### config.mk
export PLATFORM = sky130hd
export DESIGN_NAME = adc_reference_select_and_coding
export DESIGN_NICKNAME = d
export VERILOG_FILES = /design/src/inc/ref_select_pkg.sv /design/src/core/adc_reference_select_and_coding.sv
export SDC_FILE = /design/constraint.sdc
export NUM_CORES = 1
export LEC_CHECK = 0
export BUFFER_PORTS_ARGS = -buffer_cell sky130_fd_sc_hd__buf_2
export CAP_MARGIN = 20
export CORE_ASPECT_RATIO = 0.9
export CORE_MARGIN = 5
export CORE_UTILIZATION = 50
export CTS_CLUSTER_DIAMETER = 120
export CTS_CLUSTER_SIZE = 24
export DETAILED_ROUTE_END_ITERATION = 8
export GPL_TIMING_DRIVEN = 0
export PLACE_DENSITY = 0.88
export REMOVE_ABC_BUFFERS = 1
export SYNTH_ARGS = -nofsm -noshare
export SYNTH_HDL_FRONTEND = slang
export SYNTH_SLANG_ARGS = --single-unit
### constraint.sdc
create_clock -name clk -period 2.47 [get_ports clk]
set_clock_uncertainty 0.05 [all_clocks]
set_input_delay 0.494 -clock clk [delete_from_list [all_inputs] [get_ports clk]]
set_output_delay 0.494 -clock clk [all_outputs]
set_load 0.02 [all_outputs]
### src/inc/ref_select_pkg.sv
package ref_select_pkg;

  localparam int unsigned SEL_W         = 3;
  localparam int unsigned RES_W         = 12;
  localparam int unsigned CH_W          = 4;
  localparam int unsigned HI_BIT        = 2;
  localparam int unsigned ROLE_BIT      = 1;
  localparam int unsigned KEEP_BIT      = 0;
  localparam logic [SEL_W-1:0] SEL_RESET = 3'h0;
  localparam logic [1:0] SRC_SUPPLY     = 2'h0;
  localparam logic [1:0] SRC_EXTERNAL   = 2'h1;
  localparam logic [1:0] SRC_INT_OUT    = 2'h3;
  localparam logic [CH_W-1:0] CH_TWO    = 4'h2;
  localparam logic [CH_W-1:0] CH_TEN    = 4'hA;

  // Wake-up time in microseconds and the clock rate
  localparam int unsigned WAKE_US       = 10000;
  localparam int unsigned CLK_MHZ       = 50;
  localparam int unsigned WAKE_CYCLES   = WAKE_US * CLK_MHZ;
  localparam int unsigned WAKE_W        = 20;

  typedef enum logic [1:0] {
    REF_SUPPLY,
    REF_EXTERNAL,
    REF_INTERNAL
  } ref_src_t;

  typedef struct packed {
    ref_src_t   source;
    logic       pinIsRef;
    logic       pinDriveOut;
    logic       intRefOn;
  } ref_decode_t;

endpackage : ref_select_pkg

### src/core/adc_reference_select_and_coding.sv
`timescale 1ns/1ps
module adc_reference_select_and_coding #(
  parameter int unsigned WAKE_CYCLES = ref_select_pkg::WAKE_CYCLES
) (
  input  wire logic                                clk,
  input  wire logic                                reset,
  input  wire logic                                setupValid,
  input  wire logic [ref_select_pkg::SEL_W-1:0]    setupSel,
  input  wire logic                                shutdown,
  input  wire logic                                twelveChannel,
  input  wire logic                                singleEndedScan,
  input  wire logic [ref_select_pkg::CH_W-1:0]     requestedTop,
  input  wire logic                                diffUsesSharedPin,
  input  wire logic                                bipolar,
  input  wire logic                                rawValid,
  input  wire logic [ref_select_pkg::RES_W-1:0]    rawResult,
  output logic [ref_select_pkg::SEL_W-1:0]         selField,
  output ref_select_pkg::ref_decode_t              refDecode,
  output logic                                     refReady,
  output logic                                     refOutDriveEn,
  output logic                                     sharedPinAsGround,
  output logic [ref_select_pkg::CH_W-1:0]          scanTopChannel,
  output logic                                     resultValid,
  output logic [ref_select_pkg::RES_W-1:0]         result
);

  // ==========================================================
  // Decode
  // ==========================================================
  function automatic ref_select_pkg::ref_decode_t decodeSel(
    input logic [ref_select_pkg::SEL_W-1:0] s
  );
    ref_select_pkg::ref_decode_t d;
    d.source      = s[ref_select_pkg::HI_BIT] ? ref_select_pkg::REF_INTERNAL :
                    (s[ref_select_pkg::ROLE_BIT] ? ref_select_pkg::REF_EXTERNAL
                                                 : ref_select_pkg::REF_SUPPLY);
    d.pinIsRef    = s[ref_select_pkg::ROLE_BIT];
    d.pinDriveOut = (s[ref_select_pkg::HI_BIT:ref_select_pkg::ROLE_BIT]
                     == ref_select_pkg::SRC_INT_OUT);
    d.intRefOn    = s[ref_select_pkg::HI_BIT] & s[ref_select_pkg::KEEP_BIT];
    return d;
  endfunction : decodeSel

  // ==========================================================
  // Setup field
  // ==========================================================
  logic [ref_select_pkg::SEL_W-1:0] sel_reg;
  logic [ref_select_pkg::SEL_W-1:0] sel_next;

  always_comb begin
    sel_next = sel_reg;
    if (setupValid) begin
      sel_next = setupSel;
    end
  end

  always_ff @(posedge clk) begin
    if (reset) begin
      sel_reg <= ref_select_pkg::SEL_RESET;
    end else begin
      sel_reg <= sel_next;
    end
  end

  ref_select_pkg::ref_decode_t dec;
  assign dec = decodeSel(sel_reg);

  // ==========================================================
  // Wake-up timer
  // ==========================================================
  // Reference power follows only the field, never shutdown, since wake-up is slow
  logic                              wasOn_reg;
  logic                              wasOn_next;
  logic [ref_select_pkg::WAKE_W-1:0] wake_reg;
  logic [ref_select_pkg::WAKE_W-1:0] wake_next;
  logic                              ready_reg;
  logic                              ready_next;

  always_comb begin
    wasOn_next = dec.intRefOn;
    wake_next  = wake_reg;
    ready_next = ready_reg;
    if (!dec.intRefOn) begin
      wake_next  = '0;
      ready_next = (dec.source != ref_select_pkg::REF_INTERNAL);
    end else if (!wasOn_reg) begin
      wake_next  = '0;
      ready_next = 1'b0;
    end else if (!ready_reg) begin
      if (wake_reg == ref_select_pkg::WAKE_W'(WAKE_CYCLES - 1)) begin
        ready_next = 1'b1;
      end else begin
        wake_next = wake_reg + 1'b1;
      end
    end
  end

  always_ff @(posedge clk) begin
    if (reset) begin
      wasOn_reg <= 1'b0;
      wake_reg  <= '0;
      ready_reg <= 1'b1;
    end else begin
      wasOn_reg <= wasOn_next;
      wake_reg  <= wake_next;
      ready_reg <= ready_next;
    end
  end

  // ==========================================================
  // Pin role, limiter and result coding
  // ==========================================================
  logic [ref_select_pkg::CH_W-1:0]  top_reg;
  logic [ref_select_pkg::CH_W-1:0]  top_next;
  logic [ref_select_pkg::RES_W-1:0] res_reg;
  logic [ref_select_pkg::RES_W-1:0] res_next;
  logic                             rv_reg;
  logic                             rv_next;
  logic [ref_select_pkg::CH_W-1:0]  cap;

  always_comb begin
    cap      = twelveChannel ? ref_select_pkg::CH_TEN : ref_select_pkg::CH_TWO;
    top_next = requestedTop;
    if (singleEndedScan && dec.pinIsRef && requestedTop > cap) begin
      top_next = cap;
    end
    rv_next  = rawValid;
    res_next = res_reg;
    if (rawValid) begin
      // Core delivers offset binary; bipolar flips the sign bit
      res_next = bipolar ? {~rawResult[ref_select_pkg::RES_W-1],
                            rawResult[ref_select_pkg::RES_W-2:0]}
                         : rawResult;
    end
  end

  always_ff @(posedge clk) begin
    if (reset) begin
      top_reg <= '0;
      res_reg <= '0;
      rv_reg  <= 1'b0;
    end else begin
      top_reg <= top_next;
      res_reg <= res_next;
      rv_reg  <= rv_next;
    end
  end

  assign selField          = sel_reg;
  assign refDecode         = dec;
  assign refReady          = ready_reg;
  assign refOutDriveEn     = dec.pinDriveOut & ~shutdown;
  assign sharedPinAsGround = dec.pinIsRef & diffUsesSharedPin;
  assign scanTopChannel    = top_reg;
  assign resultValid       = rv_reg;
  assign result            = res_reg;
endmodule : adc_reference_select_and_coding

Yosys cells after proc, flatten, opt, wreduce, memory -nomap -nowiden. Index checks and enable logic that the tools add are counted.

Order comparisons: 1. Add/subtract/negate cells: 1. Reduce and logical (&&, ||, !) cells: 4. Multiplexer cells: 9. Eq/ne operators: 3. Bitwise gates (word level): 9.

Operators with widths (number): 20-bit by 1-bit adder with 20-bit output (second input constant) (1); 20-bit by 19-bit equality test with 1-bit output (second input constant) (1); 12-bit 2-to-1 mux (1); 4-bit 2-to-1 mux (2); 1-bit inverter (6); 1-bit 2-to-1 mux (5); 4-bit greater-than comparator (1); 1-bit AND (3); 3-bit OR reduction (1); 2-bit equality test (second input constant) (1); 1-bit logical AND (2); 2-bit 2-to-1 mux (1); 2-bit inequality test (second input constant) (1); 2-bit AND reduction (1).

Register bits after elaboration: 42. Output and inout port bits: 28. Logic and storage cells: 34. Bits of input ports: 28.

Longest topological paths before layout. Gate-level depths: netlist of run 1.

Depth after elaboration: 5. Gate-level depth with buffers: 7. Depth with buffers taken out: 7.

Worst setup path after synthesis of run 1. Ideal clock, no wire load.

Kind: reg2reg. From: reg wake_reg[0] in the netlist's numbering. To: reg wake_reg[18] in the netlist's numbering. Required time: 2350 ps. Path buffers: 0. Stages on the path, launching flop included: 7. Clock period less this slack: 2015 ps. Path slack: 455 ps. Arrival: 1895 ps. Setup time: 70 ps. Cells stage by stage: dfxtp_1 > ha_1 > nand4_1 > or4_1 > a211o_1 > or3_1 > a21oi_1.

Word-level cells in the longest chain between the ends: 3. Elaborated cells between the ends (all ways): 4. Classes of those cells: add/sub: 1; eq/ne: 1; bitwise: 1; reduce/logical: 1.

RTL lines: from (decl) (line adc_reference_select_and_coding.sv:74) `logic [ref_select_pkg::WAKE_W-1:0] wake_reg;`; from (signal assigned) (line adc_reference_select_and_coding.sv:105) `wake_reg <= wake_next;`; parallel branches: the longest is 3 deep, another holds 20-bit by 1-bit adder with 20-bit output.

Several ways; the timed one is not identified. A chain may end at the register's enable or synchronous reset.

Worst setup path after layout of run 1. Same ends and word-level chain as after synthesis.

==> results of run 1 <==
==> logic make-up after synthesis <==
logic type                 after synthesis
and+or+nand+nor                         91
DFF                                     42
AOI/OAI and AO/OA                       22
muxes                                   16
xor gates and xnor gates                12
buffers and inverters                   12
adders and majority gates                2
==> Yosys cell counts (3+ instances only) <==
cell type	n	area [µm²]
xnor2_1	8	70.1
a31oi_1	4	25.0
nand2_1	10	37.5
clkbuf_1	6	22.5
mux2i_1	16	160
nand4_1	6	37.5
nor2b_1	4	25.0
a211oi_1	3	22.5
xor2_1	4	35.0
and3_1	5	31.3
or4_1	3	22.5
buf_4	3	22.5
a21oi_1	3	15.0
o21ai_0	4	20.0
nor2_1	35	131
and2_1	6	37.5
nand3_1	7	35.0
dfxtp_1	42	841
==> cell type report <==
type / instances / area, µm² / share of cell area
multi-input combinational: 143 / 910 / 0.413
sequential: 42 / 841 / 0.382
timing repair buffer: 55 / 275 / 0.125
clock buffer: 6 / 82.6 / 0.0375
tap: 44 / 55.1 / 0.0250
clock inverter: 1 / 30.0 / 0.0136
inverter: 2 / 7.51 / 0.00341
==> per-stage QoR <==
step	worst slack, ns	instance area, µm²	power [mW]	cells	utilization
after floorplan	0.449	1760	0.789	187	-
final	0.270	2200	1.37	293	0.642
after detailed placement	0.303	2090	0.852	286	0.609
after CTS	0.270	2200	1.39	293	0.642
after global placement	0.301	2090	0.847	286	0.609
after global routing	0.198	2200	1.43	293	0.642
==> worst paths after layout <==
path / cells past startpoint / to / slack [ns]
worst max-delay path: 6 / wake_reg[18] / 0.27
worst min-delay path: 2 / scanTopChannel[0] / 0.37
worst max register to register: 6 / wake_reg[18] / 0.27
worst min register to register: 2 / result[6] / 0.44
==> critical path, cell delays in order, from the launching register on <==
cell,delay (ns)
dfxtp_1,0.41
ha_1,0.19
nand4_1,0.13
or4_1,0.54
a211o_1,0.33
or3_1,0.33
a21oi_1,0.14
==> layer usage <==
metal	part of all wire	track usage	vias to the layer above
li1	-	-	799
met1	0.46	0.201	684
met2	0.44	0.268	54
met3	0.078	0.0483	5
met4	0.020	0.0814	0
met5	0	0	-
==> where the power goes <==
part	total [mW]	internal, mW	switching, mW
logic	0.125	0.0530	0.0718
registers	0.710	0.697	0.0133
clock network	0.539	0.323	0.216
total	1.37	1.07	0.301
==> summary.txt, run 1 <==
Global routing
  • Largest net degree at the start of global routing: 22
  • Number of global-route vias before repair: 1435
  • First-pass GRT wire length: roughly 6.3 mm
  • Total GRT Usage: 0.166
  • Initial antenna violation count: 0
  • Gr ovfl total: 0

STA
  • Max-slew violations: 0
  • Hold Fails Final Rpt: 0
  • RSZ-0062 raised after global routing: no
  • Fin crit share: 0.891
  • Least-Margin Pin Slew: slightly below 0.7 ns
  • Setup TNS: 0 ns
  • Final worst path period need: about 2.2 ns
  • Max Fclk: about 0.45 GHz
  • Relative max-transition margin: 0.546
  • Worst hold slack: between 0.3 and 0.4 ns
  • Final setup viols: 0

Clocking
  • CTS sink cnt: 42
  • H-tree depth: 2
  • Total setup buffers inserted after CTS: 0
  • Root Buffer: clkbuf_8
  • Clock Latency Late Sink: about 0.29 ns
  • CTS max path bufs: 2
  • CTS buffer count: 5
  • Clock slew at reported path FFs: 0.07 ns
  • CTS tree: done
  • Post-CTS sizing: 0
  • Hold Buf Count CTS: 0

Yosys
  • Synthesized flop and latch total: 42
  • Post-Synth Simple-Gate Area: 0.260
  • EDFF count, synth: 0
  • Synth Area in Compound Gates: 0.0831
  • Largest family of logic cells by synthesized area: simple AND/OR/NAND/NOR gates
  • Dominant synthesized flop cell: dfxtp_1
  • XOR/XNOR share of the synthesized area: 0.0582
  • Synth Area in Adders: 0.0139
  • Share of flip-flops with an asynchronous set or reset: 0
  • Seq/Total Area, Yosys: 0.465
  • Synth warn: 0
  • Mapped Cells: between 150 and 200
  • Netlist cell types: 37
  • Post-Syn Area: 0.00181 mm²
  • Mux contribution to synthesized area: 0.0886
  • Mean Syn Cell Area: around 9.2 µm²

Floorplan
  • CORE AREA: roughly 0.0034 mm²
  • Num ports: 56
  • Die area: around 0.005 mm²
  • Chip Height: 67.0 µm
  • Die X: 73.4 µm
  • FP Rows: 20
  • Starting density of the core: 0.527

Route
  • Wire per inst: between 10 and 15 µm
  • DRC viols: 0
  • Antenna-violating nets left: 0
  • DR vias/cell: roughly 5.3
  • Pre-antenna DRT Iters: 4
  • 1st-iter DRT viols: 81
  • Via count: about 1500
  • Routed WL: approximately 3.7 mm

Critical path
  • Reg2reg start: wake_reg[0]
  • Worst Path Max Fanout: 5
  • Crit path launch type: flip-flop
  • Crit path arrival time: roughly 2.4 ns
  • Crit. Startpoint: wake_reg[0]
  • Critical Path Sink Type: flip-flop
  • Worst EP required: approximately 2.6 ns
  • Crit Path Category: flip-flop to flip-flop

Placed design
  • DP Wirelength: between 2 and 3 mm
  • Gpl congestion: about 0.86
  • PortBufs: 55

Pwr
  • Leak: between 0.9 and 1 nW
  • Power Density: around 620 mW/mm²
  • Max IR drop VDD: about 0.35 mV

Outcome
  • Outcome: finished clean

Finish
  • Nets@finish: between 200 and 300
  • Ant. Diodes: 0
  • Area grow syn2layout: 21.8%
  • Commonest non-fill, non-tap cells in the layout: buf_2 (55), dfxtp_1 (42), nor2_1 (35)
  • Most common cell after layout, fill and taps aside: buf_2
  • Layout cells sized above 1: 0.253
  • Max FFs per register: 20
  • Fillers: around 280

Hold path
  • HP Start: requestedTop[0]
  • Hold crit path type: input port to flip-flop

Job
  • Max_cap viols: 0
No activity file was read; power rests on OpenSTA's default activity.
==> run 2: changes to the inputs <==
--- a/config.mk
+++ b/config.mk
@@ -10,10 +10,9 @@
 export CORE_ASPECT_RATIO = 0.9
 export CORE_MARGIN = 5
 export CORE_UTILIZATION = 50
-export CTS_CLUSTER_DIAMETER = 120
-export CTS_CLUSTER_SIZE = 24
+export CTS_CLUSTER_SIZE = 25
 export DETAILED_ROUTE_END_ITERATION = 8
-export GPL_TIMING_DRIVEN = 0
+export GPL_TIMING_DRIVEN = 1
 export PLACE_DENSITY = 0.88
 export REMOVE_ABC_BUFFERS = 1
 export SYNTH_ARGS = -nofsm -noshare
==> run 2 against run 1 <==
Net effect:
- utilization is 0.15 points higher
- first-iteration DRC count down 12%
- die area is the same
- cell area up 0.23%
- critical path depth decreased by 1
- maximum frequency rose by 1.7%
- register-to-register slack better by 0.04 ns
- sequential cell count did not move
- power down 0.46%
- critical path type unchanged
- critical endpoint is now wake_reg[11]
- largest cell class unchanged
==> summary.txt, run 2 (synthesis gave the netlist of run 1 again) <==
STA
  • Fin crit share: 0.876 (was 0.891)
  • Max Fclk: 0.462 GHz (was 0.455 GHz)
  • Least-Margin Pin Slew: 0.722 ns (was 0.677 ns)
  • Hold Fails Final Rpt: 0 (unchanged)
  • Final setup viols: 0 (unchanged)
  • Worst Setup Slack, final: 0.307 ns (was 0.270 ns)
  • Setup TNS: 0 ns (unchanged)
  • RSZ-0062 raised after global routing: no (unchanged)
  • Final worst path period need: 2.16 ns (was 2.20 ns)
  • Relative max-transition margin: 0.516 (was 0.546)
  • Max-slew violations: 0 (unchanged)
  • Worst hold slack: 0.362 ns (was 0.367 ns)

Finish
  • Ant. Diodes: 0 (unchanged)
  • Layout cells sized above 1: 0.255 (was 0.253)
  • Fin util: 0.643 (was 0.642)
  • Max FFs per register: 20 (unchanged)
  • Commonest non-fill, non-tap cells in the layout: buf_2 (55), dfxtp_1 (42), nor2_1 (35) (unchanged)
  • Nets@finish: 280 (was 279)
  • Most common cell after layout, fill and taps aside: buf_2 (unchanged)
  • Area grow syn2layout: 22.1% (was 21.8%)

Critical path
  • Worst EP required: 2.61 ns (was 2.63 ns)
  • Worst Path Max Fanout: 6 (was 5)
  • Reg2reg start: wake_reg[3] (was wake_reg[0])
  • Crit Path Category: flip-flop to flip-flop (unchanged)
  • Crit. Startpoint: wake_reg[3] (was wake_reg[0])
  • R2R cell count: 5 (was 6)
  • Crit path launch type: flip-flop (unchanged)
  • Critical Path Sink Type: flip-flop (unchanged)
  • Crit path arrival time: 2.31 ns (was 2.36 ns)

Clocking
  • Total setup buffers inserted after CTS: 0 (unchanged)
  • CTS buffer count: 5 (unchanged)
  • Hold Buf Count CTS: 0 (unchanged)
  • Clock Latency Late Sink: 0.29 ns (about the same)
  • H-tree depth: 2 (unchanged)
  • CTS sink cnt: 42 (unchanged)
  • Clock slew at reported path FFs: 0.08 ns (was 0.07 ns)
  • Root Buffer: clkbuf_8 (unchanged)
  • CTS tree: done (unchanged)
  • Post-CTS sizing: 0 (unchanged)
  • CTS max path bufs: 2 (unchanged)

Floorplan
  • FP Rows: 20 (unchanged)
  • Die X: 73.4 µm (unchanged)
  • Die area: 0.00492 mm² (unchanged)
  • Chip Height: 67.0 µm (unchanged)
  • Starting density of the core: 0.527 (unchanged)
  • CORE AREA: 0.00343 mm² (unchanged)
  • Num ports: 56 (unchanged)

Route
  • Pre-antenna DRT Iters: 4 (unchanged)
  • 1st-iter DRT viols: 71 (was 81)
  • Via count: 1570 (was 1542)
  • DR vias/cell: 5.32 (was 5.26)
  • DRC viols: 0 (unchanged)
  • Routed WL: 3.96 mm (was 3.72 mm)
  • Wire per inst: 13.4 µm (was 12.7 µm)
  • Antenna-violating nets left: 0 (unchanged)

Placed design
  • Gpl congestion: 0.801 (was 0.861)
  • DP Wirelength: 2.89 mm (was 2.81 mm)
  • PortBufs: 55 (unchanged)
  • Pre-CTS setup slack: 0.328 ns (was 0.303 ns)

Global routing
  • First-pass GRT wire length: 6.68 mm (was 6.34 mm)
  • Total GRT Usage: 0.176 (was 0.166)
  • Number of global-route vias before repair: 1485 (was 1435)
  • Gr ovfl total: 0 (unchanged)
  • Initial antenna violation count: 0 (unchanged)
  • Largest net degree at the start of global routing: 22 (unchanged)

Pwr
  • Net Sw Power: 0.317 mW (was 0.301 mW)
  • Power Density: 620 mW/mm² (was 624 mW/mm²)
  • Int Pwr: 1.05 mW (was 1.07 mW)
  • Total power: 1.37 mW (about the same)
  • Flop pwr share: 0.519 (was 0.517)
  • Combinational share of power: 0.091 (about the same)
  • Leak: 0.964 nW (was 0.965 nW)
  • Clk pwr share: 0.390 (was 0.392)
  • Switching share of power: 0.232 (was 0.219)
  • Max IR drop VDD: 0.505 mV (was 0.351 mV)

Hold path
  • HP Start: requestedTop[0] (unchanged)
  • Hold crit path type: input port to flip-flop (unchanged)
  • WHS Path Cells: 2 (unchanged)

Job
  • Max_cap viols: 0 (unchanged)

Outcome
  • Outcome: finished clean (unchanged)
[run 2: changes by cell type in the layout (fill, tap and decap cells not counted), sizes merged]
cell | before | now
buf | 55 | 56
clkinvlp | 0 | 1
[run 2: final cells by class]
cell class / count / area (µm²)
Clock inverter: 2 / 37.5
Sequential cell: 42 / 841
Timing Repair Buffer: 56 / 283
Inverter: 2 / 7.51
Multi-Input combinational cell: 143 / 910
Fill cell: 284 / 1220
Clock buffer: 6 / 72.6
Tap cell: 44 / 55.1
[run 2: worst max-delay path: stages, from the launching register on]
cell and delay, ns:
dfxtp_1 0.42, and3_1 0.25, nand4_1 0.24, a211oi_1 0.69, a31oi_1 0.18, a41o_1 0.23
[run 2: power by group through the flow]
stage	registers, mW	logic, mW	clock network [mW]
after floorplan	0.752	0.0368	0
after global placement	0.725	0.123	0
after CTS	0.710	0.126	0.544
after global routing	0.713	0.137	0.573
final	0.710	0.125	0.533
after detailed placement	0.725	0.125	0
[run 2: final timing paths]
check | end | slack (ns)
worst max-delay path | wake_reg[11] | 0.31
worst min-delay path | scanTopChannel[0] | 0.36
worst max register to register | wake_reg[11] | 0.31
worst min register to register | result[0] | 0.44
[run 2: through the flow]
stage	instances	instance area, µm²
2_1_floorplan	187	1760
5_1_grt	295	2210
4_1_cts	295	2210
3_5_place_dp	287	2100
6_report	295	2210
3_3_place_gp	287	2100
[run 2: metal layers]
metal	wire length (µm)	global-route usage
met4	84	0.0814
met5	0	0
met2	1790	0.267
met1	1750	0.214
met3	338	0.0754
